### src/bfci_pkg.sv
// bfci_pkg: constants, register map, state and pin carriers for the flash host controller.
// assumes a 250 MHz sys_clk and one asynchronous x8/x16 block flash on the far pins.
// Notes on behaviour
// RL1: array is 32 blocks of 16384 bytes, 256K words or 512K bytes.
// RL2: in x8 mode the extra low address line picks the byte.
// RL3: host starts writes and erases with two command writes; device then runs alone.
// RL4: a data write typically completes in about 13 us per byte, 20 us per word; the flash model uses T_WR_NS for both.
// RL5: block erase clears one of 32 blocks, typically about 0.6 seconds.
// RL6: one command erases every block not protected by its lock.
// RL7: x8 only, two-byte write takes three command writes, about 20 us.
// RL8: operations start only by write commands; progress shows in status and ready pin.
// RL9: host waits for the running operation to finish before asking another; bfci_host waits only when CMD_WAIT_RDY is set.
// RL10: block erase can be suspended for reads elsewhere, then resumed.
// RL11: each block has a lock bit; master protect refuses changes to locked blocks. The flash model keeps one lock flag for all blocks.
// RL12: after power-up or reset release all blocks act locked until protect-set sequence.
// RL13: erase-all-unlocked works straight after reset and honours real lock bits.
// RL14: ready/busy is open drain so many devices can share one line.
// RL15: reset pin low aborts, resets state machine, clears status, deep power-down.
// RL16: after reset pin rises, outputs invalid for 480 ns; host waits that long.
// RL17: host holds reset pin low at power-on and through power transitions.
// RL18: chip enable high with reset high is standby with outputs floating.
// RL19: oe low we high reads, both high floats, oe high we low writes.
// RL20: identifier read: address bit zero low maker code, high device code.
// RL21: width select low is x8 on the low data lines; high is x16.
// RL22: device latches address and data on the rising edge of write enable.
// RL23: ready/busy low while busy; floats when ready, suspended or powered down.
// RL24: erase and lock block number comes from byte address bits 18 to 14.
package bfci_pkg;

    localparam int CLK_PERIOD_NS = 4;
    localparam int BLOCK_COUNT   = 32;
    localparam int BLOCK_BYTES   = 16384;
    localparam int ADDR_W        = $clog2(BLOCK_COUNT * BLOCK_BYTES);
    localparam int DATA_W        = 16;
    localparam int SYNC_STAGES   = 2;

    // pin timing, in ns; plain defaults with margin for a slow part
    localparam int T_SETUP_NS    = 20;
    localparam int T_WE_LOW_NS   = 60;
    localparam int T_HOLD_NS     = 20;
    localparam int T_ACCESS_NS   = 100;
    localparam int T_RECOVER_NS  = 480;

    // least times round up, never below one cycle
    function automatic int ns_to_cyc(input int ns);
        int c;
        c = (ns + CLK_PERIOD_NS - 1) / CLK_PERIOD_NS;
        return (c < 1) ? 1 : c;
    endfunction : ns_to_cyc

    localparam int SETUP_CYC   = ns_to_cyc(T_SETUP_NS);
    localparam int WE_CYC      = ns_to_cyc(T_WE_LOW_NS);
    localparam int HOLD_CYC    = ns_to_cyc(T_HOLD_NS);
    localparam int ACC_CYC     = ns_to_cyc(T_ACCESS_NS) + SYNC_STAGES;
    localparam int RECOV_CYC   = ns_to_cyc(T_RECOVER_NS);
    localparam int CNT_W       = 8;

    // register byte offsets
    localparam logic [7:0] OFS_CTRL   = 8'h00;
    localparam logic [7:0] OFS_ADDR   = 8'h04;
    localparam logic [7:0] OFS_WDATA  = 8'h08;
    localparam logic [7:0] OFS_CMD    = 8'h0c;
    localparam logic [7:0] OFS_STATUS = 8'h10;
    localparam logic [7:0] OFS_RDATA  = 8'h14;

    // field positions
    localparam int CTRL_RELEASE = 0;
    localparam int CTRL_WORD    = 1;
    localparam int CMD_WRITE    = 0;
    localparam int CMD_WAIT_RDY = 1;
    localparam int STAT_BUSY    = 0;
    localparam int STAT_READY   = 1;
    localparam int STAT_RECOV   = 2;
    localparam int STAT_REFUSED = 3;

    // reset values
    localparam logic [ADDR_W-1:0] ADDR_RST  = 19'h00000;
    localparam logic [DATA_W-1:0] DATA_RST  = 16'h0000;
    localparam logic [CNT_W-1:0]  CNT_RST   = 8'h00;

    typedef enum logic [2:0] {
        BFCI_IDLE, BFCI_WAIT, BFCI_SETUP, BFCI_STROBE, BFCI_HOLD
    } bfci_state_t;

    // strobes toward the flash, all active low
    typedef struct packed {
        logic ce_n;
        logic oe_n;
        logic we_n;
    } bfci_strobes_t;

    typedef struct packed {
        bfci_state_t         st;
        logic [CNT_W-1:0]    cnt;
        logic [CNT_W-1:0]    rec_cnt;
        logic                recovered;
        logic                release_rst;
        logic                word_mode;
        logic                kind_write;
        logic                wait_rdy;
        logic                refused;
        logic [ADDR_W-1:0]   addr;
        logic [DATA_W-1:0]   wdata;
        logic [DATA_W-1:0]   rdata;
        logic                ack;
        logic [31:0]         dat_o;
        bfci_strobes_t       strb;
        logic                drive;
    } bfci_host_state_t;

    // byte-lane merge for wishbone writes
    function automatic logic [31:0] lane_merge(input logic [31:0] old_v,
                                               input logic [31:0] new_v,
                                               input logic [3:0]  sel);
        logic [31:0] r;
        r = old_v;
        for (int i = 0; i < 4; i++) begin
            if (sel[i]) begin
                r[8*i +: 8] = new_v[8*i +: 8];
            end
        end
        return r;
    endfunction : lane_merge

endpackage : bfci_pkg

### src/bfci_sync.sv
// bfci_sync: plain two-flop synchroniser bank for pins that come from the flash.
// assumes inputs are asynchronous to sys_clk; stage one is read only by stage two.
`timescale 1ns/10ps
module bfci_sync
    import bfci_pkg::*;
#(
    parameter int WIDTH = 1
) (
    input  wire logic             sys_clk,
    input  wire logic             srst,
    input  wire logic             clk_en,
    input  wire logic [WIDTH-1:0] async_in,
    output logic      [WIDTH-1:0] sync_out
);

    logic [WIDTH-1:0] stage1;

    if (WIDTH < 1) begin : g_chk
        $error("bfci_sync: WIDTH must be at least 1");
    end

    // two flops, frozen with the rest of the block when clk_en is low
    always_ff @(posedge sys_clk) begin
        if (srst) begin
            stage1   <= '0;
            sync_out <= '0;
        end else if (clk_en) begin
            stage1   <= async_in;
            sync_out <= stage1;
        end
    end

endmodule : bfci_sync

### src/bfci_host.sv
// bfci_host: wishbone-driven pin sequencer for an asynchronous block flash.
// assumes classic wishbone from software; flash pins are asynchronous and sampled via bfci_sync.
//
// The address map and the Wishbone register port were chosen for this implementation.
`timescale 1ns/10ps
module bfci_host
    import bfci_pkg::*;
(
    input  wire logic              sys_clk,
    input  wire logic              srst,
    input  wire logic              clk_en,
    // wishbone slave
    input  wire logic              wb_cyc,
    input  wire logic              wb_stb,
    input  wire logic              wb_we,
    input  wire logic [7:0]        wb_adr,
    input  wire logic [3:0]        wb_sel,
    input  wire logic [31:0]       wb_dat_w,
    output logic      [31:0]       wb_dat_r,
    output logic                   wb_ack,
    // flash pins
    output bfci_strobes_t          flash_strb,
    output logic                   powerdown_reset_n,
    output logic                   byte_n,
    output logic [ADDR_W-2:0]      flash_addr,
    output logic                   flash_a_low,
    output logic                   flash_a_low_oe,
    input  wire logic [DATA_W-1:0] dq_in,
    output logic      [DATA_W-1:0] dq_out,
    output logic      [DATA_W-1:0] dq_oe,
    input  wire logic              ready_busy_n
);

    bfci_host_state_t s;
    bfci_host_state_t next_s;
    logic [DATA_W-1:0] dq_sync;
    logic              rdy_sync;
    logic              bus_req;
    logic              cmd_wr;
    logic [31:0]       wmerge;

    if (RECOV_CYC > 255 || ACC_CYC > 255 || WE_CYC > 255) begin : g_chk
        $error("bfci_host: pin timing does not fit the 8-bit counters");
    end

    // data bus and ready line cross in through two flops each
    bfci_sync #(.WIDTH(DATA_W)) u_dq_sync (
        .sys_clk  (sys_clk),
        .srst     (srst),
        .clk_en   (clk_en),
        .async_in (dq_in),
        .sync_out (dq_sync)
    );

    // open-drain line shared by several parts; high only when all are ready
    bfci_sync #(.WIDTH(1)) u_rdy_sync (
        .sys_clk  (sys_clk),
        .srst     (srst),
        .clk_en   (clk_en),
        .async_in (ready_busy_n), // RL14 RL23
        .sync_out (rdy_sync)
    );

    assign bus_req = wb_cyc && wb_stb && !s.ack;
    assign cmd_wr  = bus_req && wb_we && (wb_adr == OFS_CMD);

    // register file, recovery timer and pin sequencer in one next-state pass
    always_comb begin
        next_s     = s;
        next_s.ack = 1'b0;
        wmerge     = 32'h0000_0000;

        // recovery interval after the reset pin is released
        if (s.rec_cnt != CNT_RST) begin
            next_s.rec_cnt = s.rec_cnt - 8'h01;
            if (s.rec_cnt == 8'h01) begin
                next_s.recovered = 1'b1; // RL16
            end
        end

        // wishbone: one-cycle registered answer, unmapped reads give zero
        if (bus_req) begin
            next_s.ack = 1'b1;
            if (wb_we) begin
                unique case (wb_adr)
                    OFS_CTRL: begin
                        wmerge = lane_merge({30'h0, s.word_mode, s.release_rst},
                                            wb_dat_w, wb_sel);
                        next_s.word_mode   = wmerge[CTRL_WORD]; // RL21
                        next_s.release_rst = wmerge[CTRL_RELEASE];
                        if (!wmerge[CTRL_RELEASE]) begin
                            // pin low again: device is in power-down, outputs invalid
                            next_s.recovered = 1'b0; // RL15
                            next_s.rec_cnt   = CNT_RST;
                        end else if (!s.release_rst) begin
                            next_s.recovered = 1'b0;
                            next_s.rec_cnt   = 8'(RECOV_CYC); // RL16
                        end
                    end
                    OFS_ADDR: begin
                        wmerge      = lane_merge({13'h0, s.addr}, wb_dat_w, wb_sel);
                        next_s.addr = wmerge[ADDR_W-1:0]; // RL1 RL24
                    end
                    OFS_WDATA: begin
                        wmerge       = lane_merge({16'h0, s.wdata}, wb_dat_w, wb_sel);
                        next_s.wdata = wmerge[DATA_W-1:0];
                    end
                    OFS_CMD: begin // RL3 RL7 RL12
                        // one pin cycle per command; refused while a cycle runs
                        if (s.st == BFCI_IDLE) begin
                            next_s.st         = BFCI_WAIT;
                            next_s.kind_write = wb_dat_w[CMD_WRITE];
                            next_s.wait_rdy   = wb_dat_w[CMD_WAIT_RDY]; // RL9
                        end else begin
                            next_s.refused = 1'b1;
                        end
                    end
                    OFS_STATUS: begin
                        // writing one clears the refused flag
                        if (wb_sel[0] && wb_dat_w[STAT_REFUSED]) begin
                            next_s.refused = 1'b0;
                        end
                    end
                    default: begin
                    end
                endcase
            end else begin
                unique case (wb_adr)
                    OFS_CTRL:   next_s.dat_o = {30'h0, s.word_mode, s.release_rst};
                    OFS_ADDR:   next_s.dat_o = {13'h0, s.addr};
                    OFS_WDATA:  next_s.dat_o = {16'h0, s.wdata};
                    OFS_STATUS: next_s.dat_o = {28'h0, s.refused, s.recovered, rdy_sync,
                                                (s.st != BFCI_IDLE)}; // RL8
                    OFS_RDATA:  next_s.dat_o = {16'h0, s.rdata};
                    default:    next_s.dat_o = 32'h0000_0000;
                endcase
            end
        end

        // pin sequencer
        unique case (s.st)
            BFCI_IDLE: begin
                next_s.strb  = '{ce_n: 1'b1, oe_n: 1'b1, we_n: 1'b1}; // RL18
                next_s.drive = 1'b0;
            end
            BFCI_WAIT: begin
                // no pin cycle before recovery, and optionally not while busy
                if (s.recovered && (!s.wait_rdy || rdy_sync)) begin // RL16 RL9
                    next_s.st        = BFCI_SETUP;
                    next_s.strb.ce_n = 1'b0;
                    next_s.drive     = s.kind_write;
                    next_s.cnt       = 8'(SETUP_CYC - 1);
                end
            end
            BFCI_SETUP: begin
                if (s.cnt == CNT_RST) begin
                    next_s.st = BFCI_STROBE;
                    if (s.kind_write) begin
                        next_s.strb.we_n = 1'b0; // RL19
                        next_s.cnt       = 8'(WE_CYC - 1);
                    end else begin
                        next_s.strb.oe_n = 1'b0; // RL19
                        next_s.cnt       = 8'(ACC_CYC - 1);
                    end
                end else begin
                    next_s.cnt = s.cnt - 8'h01;
                end
            end
            BFCI_STROBE: begin
                if (s.cnt == CNT_RST) begin
                    next_s.st  = BFCI_HOLD;
                    next_s.cnt = 8'(HOLD_CYC - 1);
                    if (s.kind_write) begin
                        // address and data stay put across the rising edge
                        next_s.strb.we_n = 1'b1; // RL22
                    end else begin
                        next_s.strb.oe_n = 1'b1;
                        next_s.rdata     = s.word_mode ? dq_sync
                                                       : {8'h00, dq_sync[7:0]}; // RL21
                    end
                end else begin
                    next_s.cnt = s.cnt - 8'h01;
                end
            end
            BFCI_HOLD: begin
                if (s.cnt == CNT_RST) begin
                    next_s.st        = BFCI_IDLE;
                    next_s.strb.ce_n = 1'b1;
                    next_s.drive     = 1'b0;
                end else begin
                    next_s.cnt = s.cnt - 8'h01;
                end
            end
            default: begin
                next_s.st = BFCI_IDLE;
            end
        endcase

        // a new refusal in the clearing cycle still stands
        if (cmd_wr && s.st != BFCI_IDLE) begin
            next_s.refused = 1'b1;
        end
    end

    // whole state in one register; reset keeps the flash in power-down
    always_ff @(posedge sys_clk) begin
        if (srst) begin
            s             <= '0;
            s.st          <= BFCI_IDLE;
            s.addr        <= ADDR_RST;
            s.wdata       <= DATA_RST;
            s.rdata       <= DATA_RST;
            s.strb        <= '{ce_n: 1'b1, oe_n: 1'b1, we_n: 1'b1};
            s.release_rst <= 1'b0; // RL17
        end else if (clk_en) begin
            s <= next_s;
        end
    end

    // pin outputs, all from flops
    assign wb_ack            = s.ack;
    assign wb_dat_r          = s.dat_o;
    assign flash_strb        = s.strb;
    assign powerdown_reset_n = s.release_rst; // RL17 RL15
    assign byte_n            = s.word_mode; // RL21
    assign flash_addr        = s.addr[ADDR_W-1:1];
    // extra low line only carries the byte select in x8 mode
    assign flash_a_low       = s.addr[0]; // RL2
    assign flash_a_low_oe    = !s.word_mode && !s.strb.ce_n; // RL2
    assign dq_out            = s.word_mode ? s.wdata : {8'h00, s.wdata[7:0]};
    // high byte floats in x8 mode; bus is never driven while oe_n is low
    assign dq_oe             = s.drive ? (s.word_mode ? 16'hffff : 16'h00ff)
                                       : 16'h0000; // RL19 RL21

endmodule : bfci_host

### config.mk
export PLATFORM = sky130hd
export DESIGN_NAME = bfci_host
export DESIGN_NICKNAME = d
export VERILOG_FILES = /design/src/bfci_pkg.sv /design/src/bfci_sync.sv /design/src/bfci_host.sv
export SDC_FILE = /design/constraint.sdc
export NUM_CORES = 1
export LEC_CHECK = 0
export ABC_AREA = 0
export BUFFER_PORTS_ARGS = -buffer_cell sky130_fd_sc_hd__buf_4
export CORE_MARGIN = 2
export CORE_UTILIZATION = 45
export DETAILED_ROUTE_END_ITERATION = 16
export PLACE_DENSITY = 0.69
export SYNTH_ARGS = -nofsm -noshare
export SYNTH_HDL_FRONTEND = slang
export SYNTH_HIERARCHICAL = 1
export SYNTH_SLANG_ARGS = --single-unit
### constraint.sdc
create_clock -name sys_clk -period 3.15 [get_ports sys_clk]
set_clock_uncertainty 0.15 [all_clocks]
set_input_delay 0.7875 -clock sys_clk [delete_from_list [all_inputs] [get_ports sys_clk]]
set_output_delay 0.7875 -clock sys_clk [all_outputs]
set_load 0.01 [all_outputs]
Word level (Yosys, flattened, before mapping) --
Cells that the tools add are included.
Storage, ports and cells: register bits after elaboration 147, bits in latches 0, memory bits (writable) 0, bits in read-only memories 0, bits of input ports 67, output and inout bits 90, memories 0
Cells by class: add/sub/neg operators 2, multiply operators 0, divide/modulo/power cells 0, $lt $le $gt $ge 0, equality and inequality tests 22, shift operators 0, mux-type cells 58, bitwise operators 2, reductions and logical operators 39
Operator list (count):
- 49-bit two-way mux | 2
- 19-bit one-hot mux with 5 select lines | 1
- 16-bit two-way mux | 5
- 8-bit two-way mux | 7
- 5-bit AND reduction | 7
- 33-bit two-way mux | 1
- 32-bit two-way mux | 1
- 8-bit one-hot mux with 4 select lines | 1
- 9-bit two-way mux | 3
- 3-bit two-way mux | 8
- 11-bit two-way mux | 2
- 19-bit two-way mux | 1
- 2-bit inequality test, second input constant | 9
- 6-bit AND reduction | 3
- 8-bit by 4-bit == test with 1-bit output, second input constant | 2
- 8-bit by 5-bit == test with 1-bit output, second input constant | 2
- 8-bit zero test | 2
- 2-bit two-way mux | 8
- 4-bit AND reduction | 4
- 8-bit by 1-bit subtractor with 8-bit output, second input constant | 2
- 3-bit one-hot mux with 5 select lines | 1
- 1-bit two-way mux | 12
- 3-bit nonzero test | 4
- 8-bit by 1-bit == test with 1-bit output, second input constant | 1
- other kinds (20) | 34

Logic depth before layout (Yosys ltp) --
word-level depth 9, mapped depth 8

By module --
Netlist, hierarchy kept.
By module, submodules not included:
- bfci_host | instances 1, cells an instance 648, area an instance 5310.1 sq um
- bfci_sync at u_dq_sync | instances 1, cells an instance 103, area an instance 1163.6 sq um
- bfci_sync at u_rdy_sync | instances 1, cells an instance 6, area an instance 67.6 sq um

Worst setup path after synthesis --
Ideal clock, no wire load.
path type input -> register, from input wb_adr[3], to register s[95] in the netlist's numbering, arrival time 2.179 ns, data required time 2.858 ns, slack 0.680 ns, stages on the path 5, cell sequence buf_2 > or4_1 > a2111oi_2 > a21o_1 > a311oi_1
Between the ends: word-level cells in the longest chain between the ends 4
Ends and longest elaborated chain:
- start, declared | line bfci_host.sv:16 | input wire logic [7:0] wb_adr,
- 8-bit zero test | line bfci_host.sv:85 | unique case (wb_adr)
- 11-bit two-way mux | line bfci_host.sv:85
- 49-bit two-way mux | line bfci_host.sv:84 | if (wb_we) begin
- 49-bit two-way mux | line bfci_host.sv:82 | if (bus_req) begin
- end signal, assigned | line bfci_host.sv:216 | s <= next_s;
- end, declared | line bfci_host.sv:34 | bfci_host_state_t s;
Every way passes these cells. The select of a mux whose other input is x is not followed. A chain may end at the register's enable or synchronous reset.

Worst setup path in the final report --
from register s (netlist bit byte_n), to output dq_oe[14]
Between the ends: word-level cells in the longest chain between the ends 2
Ends and longest elaborated chain:
- 16-bit two-way mux (2 in series) | line bfci_host.sv:232 | assign dq_oe = s.drive ? (s.word_mode ? 16'hffff : 16'h00ff)
- end, declared | line bfci_host.sv:30 | output logic [DATA_W-1:0] dq_oe,
Every way passes these cells.

==> results.ini <==
[cts]
root_buffer=clkbuf_16
ctsHoldBuffers=0
post_cts_buffers=0
clkTransAtPathRegs_ps=60
clock_latency_ps=420
htreeDepth=4
cts.path.max_buffers=2
numCtsBuffers=17
post_cts_resized=0
clock-sinks=134
cts_tree=yes

[global_route]
grt_max_degree=60
grtUsageTotal_pct=19.7
grt_first_pass_wirelength_um=25000
grt_pass1_vias=4867
antenna_found_initial=0
grt_overflow_total=0

[route]
antenna_left=0
vias=5325
viasPerCell=5.24
totalWireLength_um=15500
drt-initial-drc-count=419
drt-pass1-iter-count=5
wl_per_cell_um=15.2
remaining_drc_errors=0

[hold_path]
worst_hold_startpoint=s[37]
hold_depth=2
hold_end=s[37]
hold_class=reg -> reg

[timing]
finalWorstPathRequiredPeriod_ps=2540
hold_viol=0
period_share_pct=80.6
setup_viol=0
slew_headroom_pct=43.4
tightest_slew_ps=846
rsz0062_at_grt=no
maxSlewViolCount=0
finalSetupTns_ps=0
worst_hold_slack_ps=304
max_freq_mhz=394

[logic_synthesis]
synthArstFlopShare_pct=0
synth_edf_count=0
synth_cell_types=66
seq_area_frac_synth_pct=41.0
synth_xor_area_share_pct=0.803
synth_fa_ha_area_share_pct=0.956
muxShareOfSynthArea_pct=11.7
synth-simple-area-share_pct=18.8
syn_area_sq_mm=0.00654
synth_warnings=6
synth_compound_area_share_pct=13.7
syn_inst=757
synth.avg_cell_area_sq_um=8.64
synth_seq_cells=134
synthFlopType=dfxtp_1
synth_top_family_by_area=simple AND/OR/NAND/NOR gates

[power_and_ir_drop]
p_leak_nw=3.13
finalPower_mw=4.35
vdd_drop_max_mv=0.432
power.density_mw_per_mm2=564

[layout]
fin_nets=892
antenna_cells=0
final_cell_mix=buf_4 (148), dfxtp_1 (134), nor2_1 (99)
final_util_pct=53.6
instances_no_fill=1017
area_growth_pct=17.8
final_common_cell=buf_4
layout-drive-gt1-share_pct=23.4

[die]
chipWidth_um=125
die-area_sq_mm=0.0155
start_util_pct=45.5
std_cell_rows=44
core-area_sq_mm=0.0144
die-height_um=125
io_pins=157

[outcome]
outcome=finished, final reports clean

[critical_path]
regToRegEndpoint=s[106]
cp_max_fo=12
arrival_ps=1600
required_ps=2210
cp-start-kind=flip-flop
r2r_setup_slack_ps=810
critPathKind=reg -> out
worstReg2RegStart=s[102]
cp-end-kind=output port
reg2reg_depth=7

[placement]
gp_congestion=0.889
placedCellCount=985
dpl.hpwl_um=11000
portBuffers=129

[job]
maxCapViolCount=0

[power by group]
group,switching [mW],internal (mW),total [mW]
registers,0.0692,1.76,1.83
logic,0.310,0.241,0.551
clock network,0.812,1.15,1.96
[routing by layer]
metal	vias up	global-route usage [%]	routed length (um)
met4	0	8.06	443
met5	-	0	0
met1	2451	27.9	7510
li1	2655	-	-
met2	189	28.7	6610
met3	30	5.03	928
[registers in the layout, indices dropped and copies added (netlist names)]
name                 cells
u_rdy_sync/sync_out      1
flash_a_low              1
s                       56
wb_ack                   1
powerdown_reset_n        1
flash_addr              18
u_rdy_sync/stage1        1
flash_strb               3
u_dq_sync/sync_out      16
u_dq_sync/stage1        16
wb_dat_r                19
byte_n                   1
[per-stage QoR]
stage,instance area (sq um),worst slack [ps]
after floorplan,6590,680
after global placement,7120,442
after detailed placement,7120,432
after CTS,7710,579
after global routing,7710,514
final,7710,612
[synthesized netlist by cell type, drive strengths merged, types with 3 or more instances]
cell    number  area share (%)
a211oi       3            0.34
a21boi       4            0.46
a21o         4            0.48
a21oi       63             4.8
a311oi       3            0.40
and2        11             1.1
buf         91              11
clkbuf      25             1.6
dfxtp      134              41
ha           5            0.96
inv         10            0.57
mux2         3            0.52
mux2i       71              11
nand2       78             4.5
nand2b       4            0.50
nand3       22             1.7
nand3b       3            0.34
nand4        4            0.38
nor2        99             5.7
nor2b        6            0.57
nor3        13             1.1
nor4         6            0.80
o211a        4            0.61
o21ai       37             2.9
o22ai        4            0.38
or3          4            0.38
or4          3            0.34
xnor2        6            0.80
[final cells by class]
cell class	count	area, sq um
inverters	10	37.5
clock inverters	13	135
repair buffers	148	1110
fillers	1361	6660
flip-flops and latches	134	2680
well taps	184	230
clock buffers	19	453
multi-input cells	509	3060
[critical path: stages, from the launching register on]
cell,delay [ps]
dfxtp_1,670
and2_1,340
buf_4,170
[cells by family (layout without fill, tap and decap cells)]
kind of cell / after synthesis / after routing
buf+inv: 126 / 190
fa+ha+maj: 5 / 5
other cells: 1 / 13
compound gates: 146 / 146
simple gates: 264 / 264
mux: 75 / 75
flops: 134 / 134
xor+xnor: 6 / 6
[worst max-delay path by stage]
stage / from / end / slack, ps / cells past startpoint
final: byte_n / dq_oe[14] / 610 / 2
after global routing: byte_n / dq_oe[8] / 510 / 2
after CTS: byte_n / dq_oe[10] / 580 / 2
after detailed placement: clk_en / s[107] / 430 / 6
after floorplan: wb_adr[3] / s[95] / 680 / 5
after global placement: clk_en / s[107] / 440 / 6
Power figures use the tool's default switching activity.
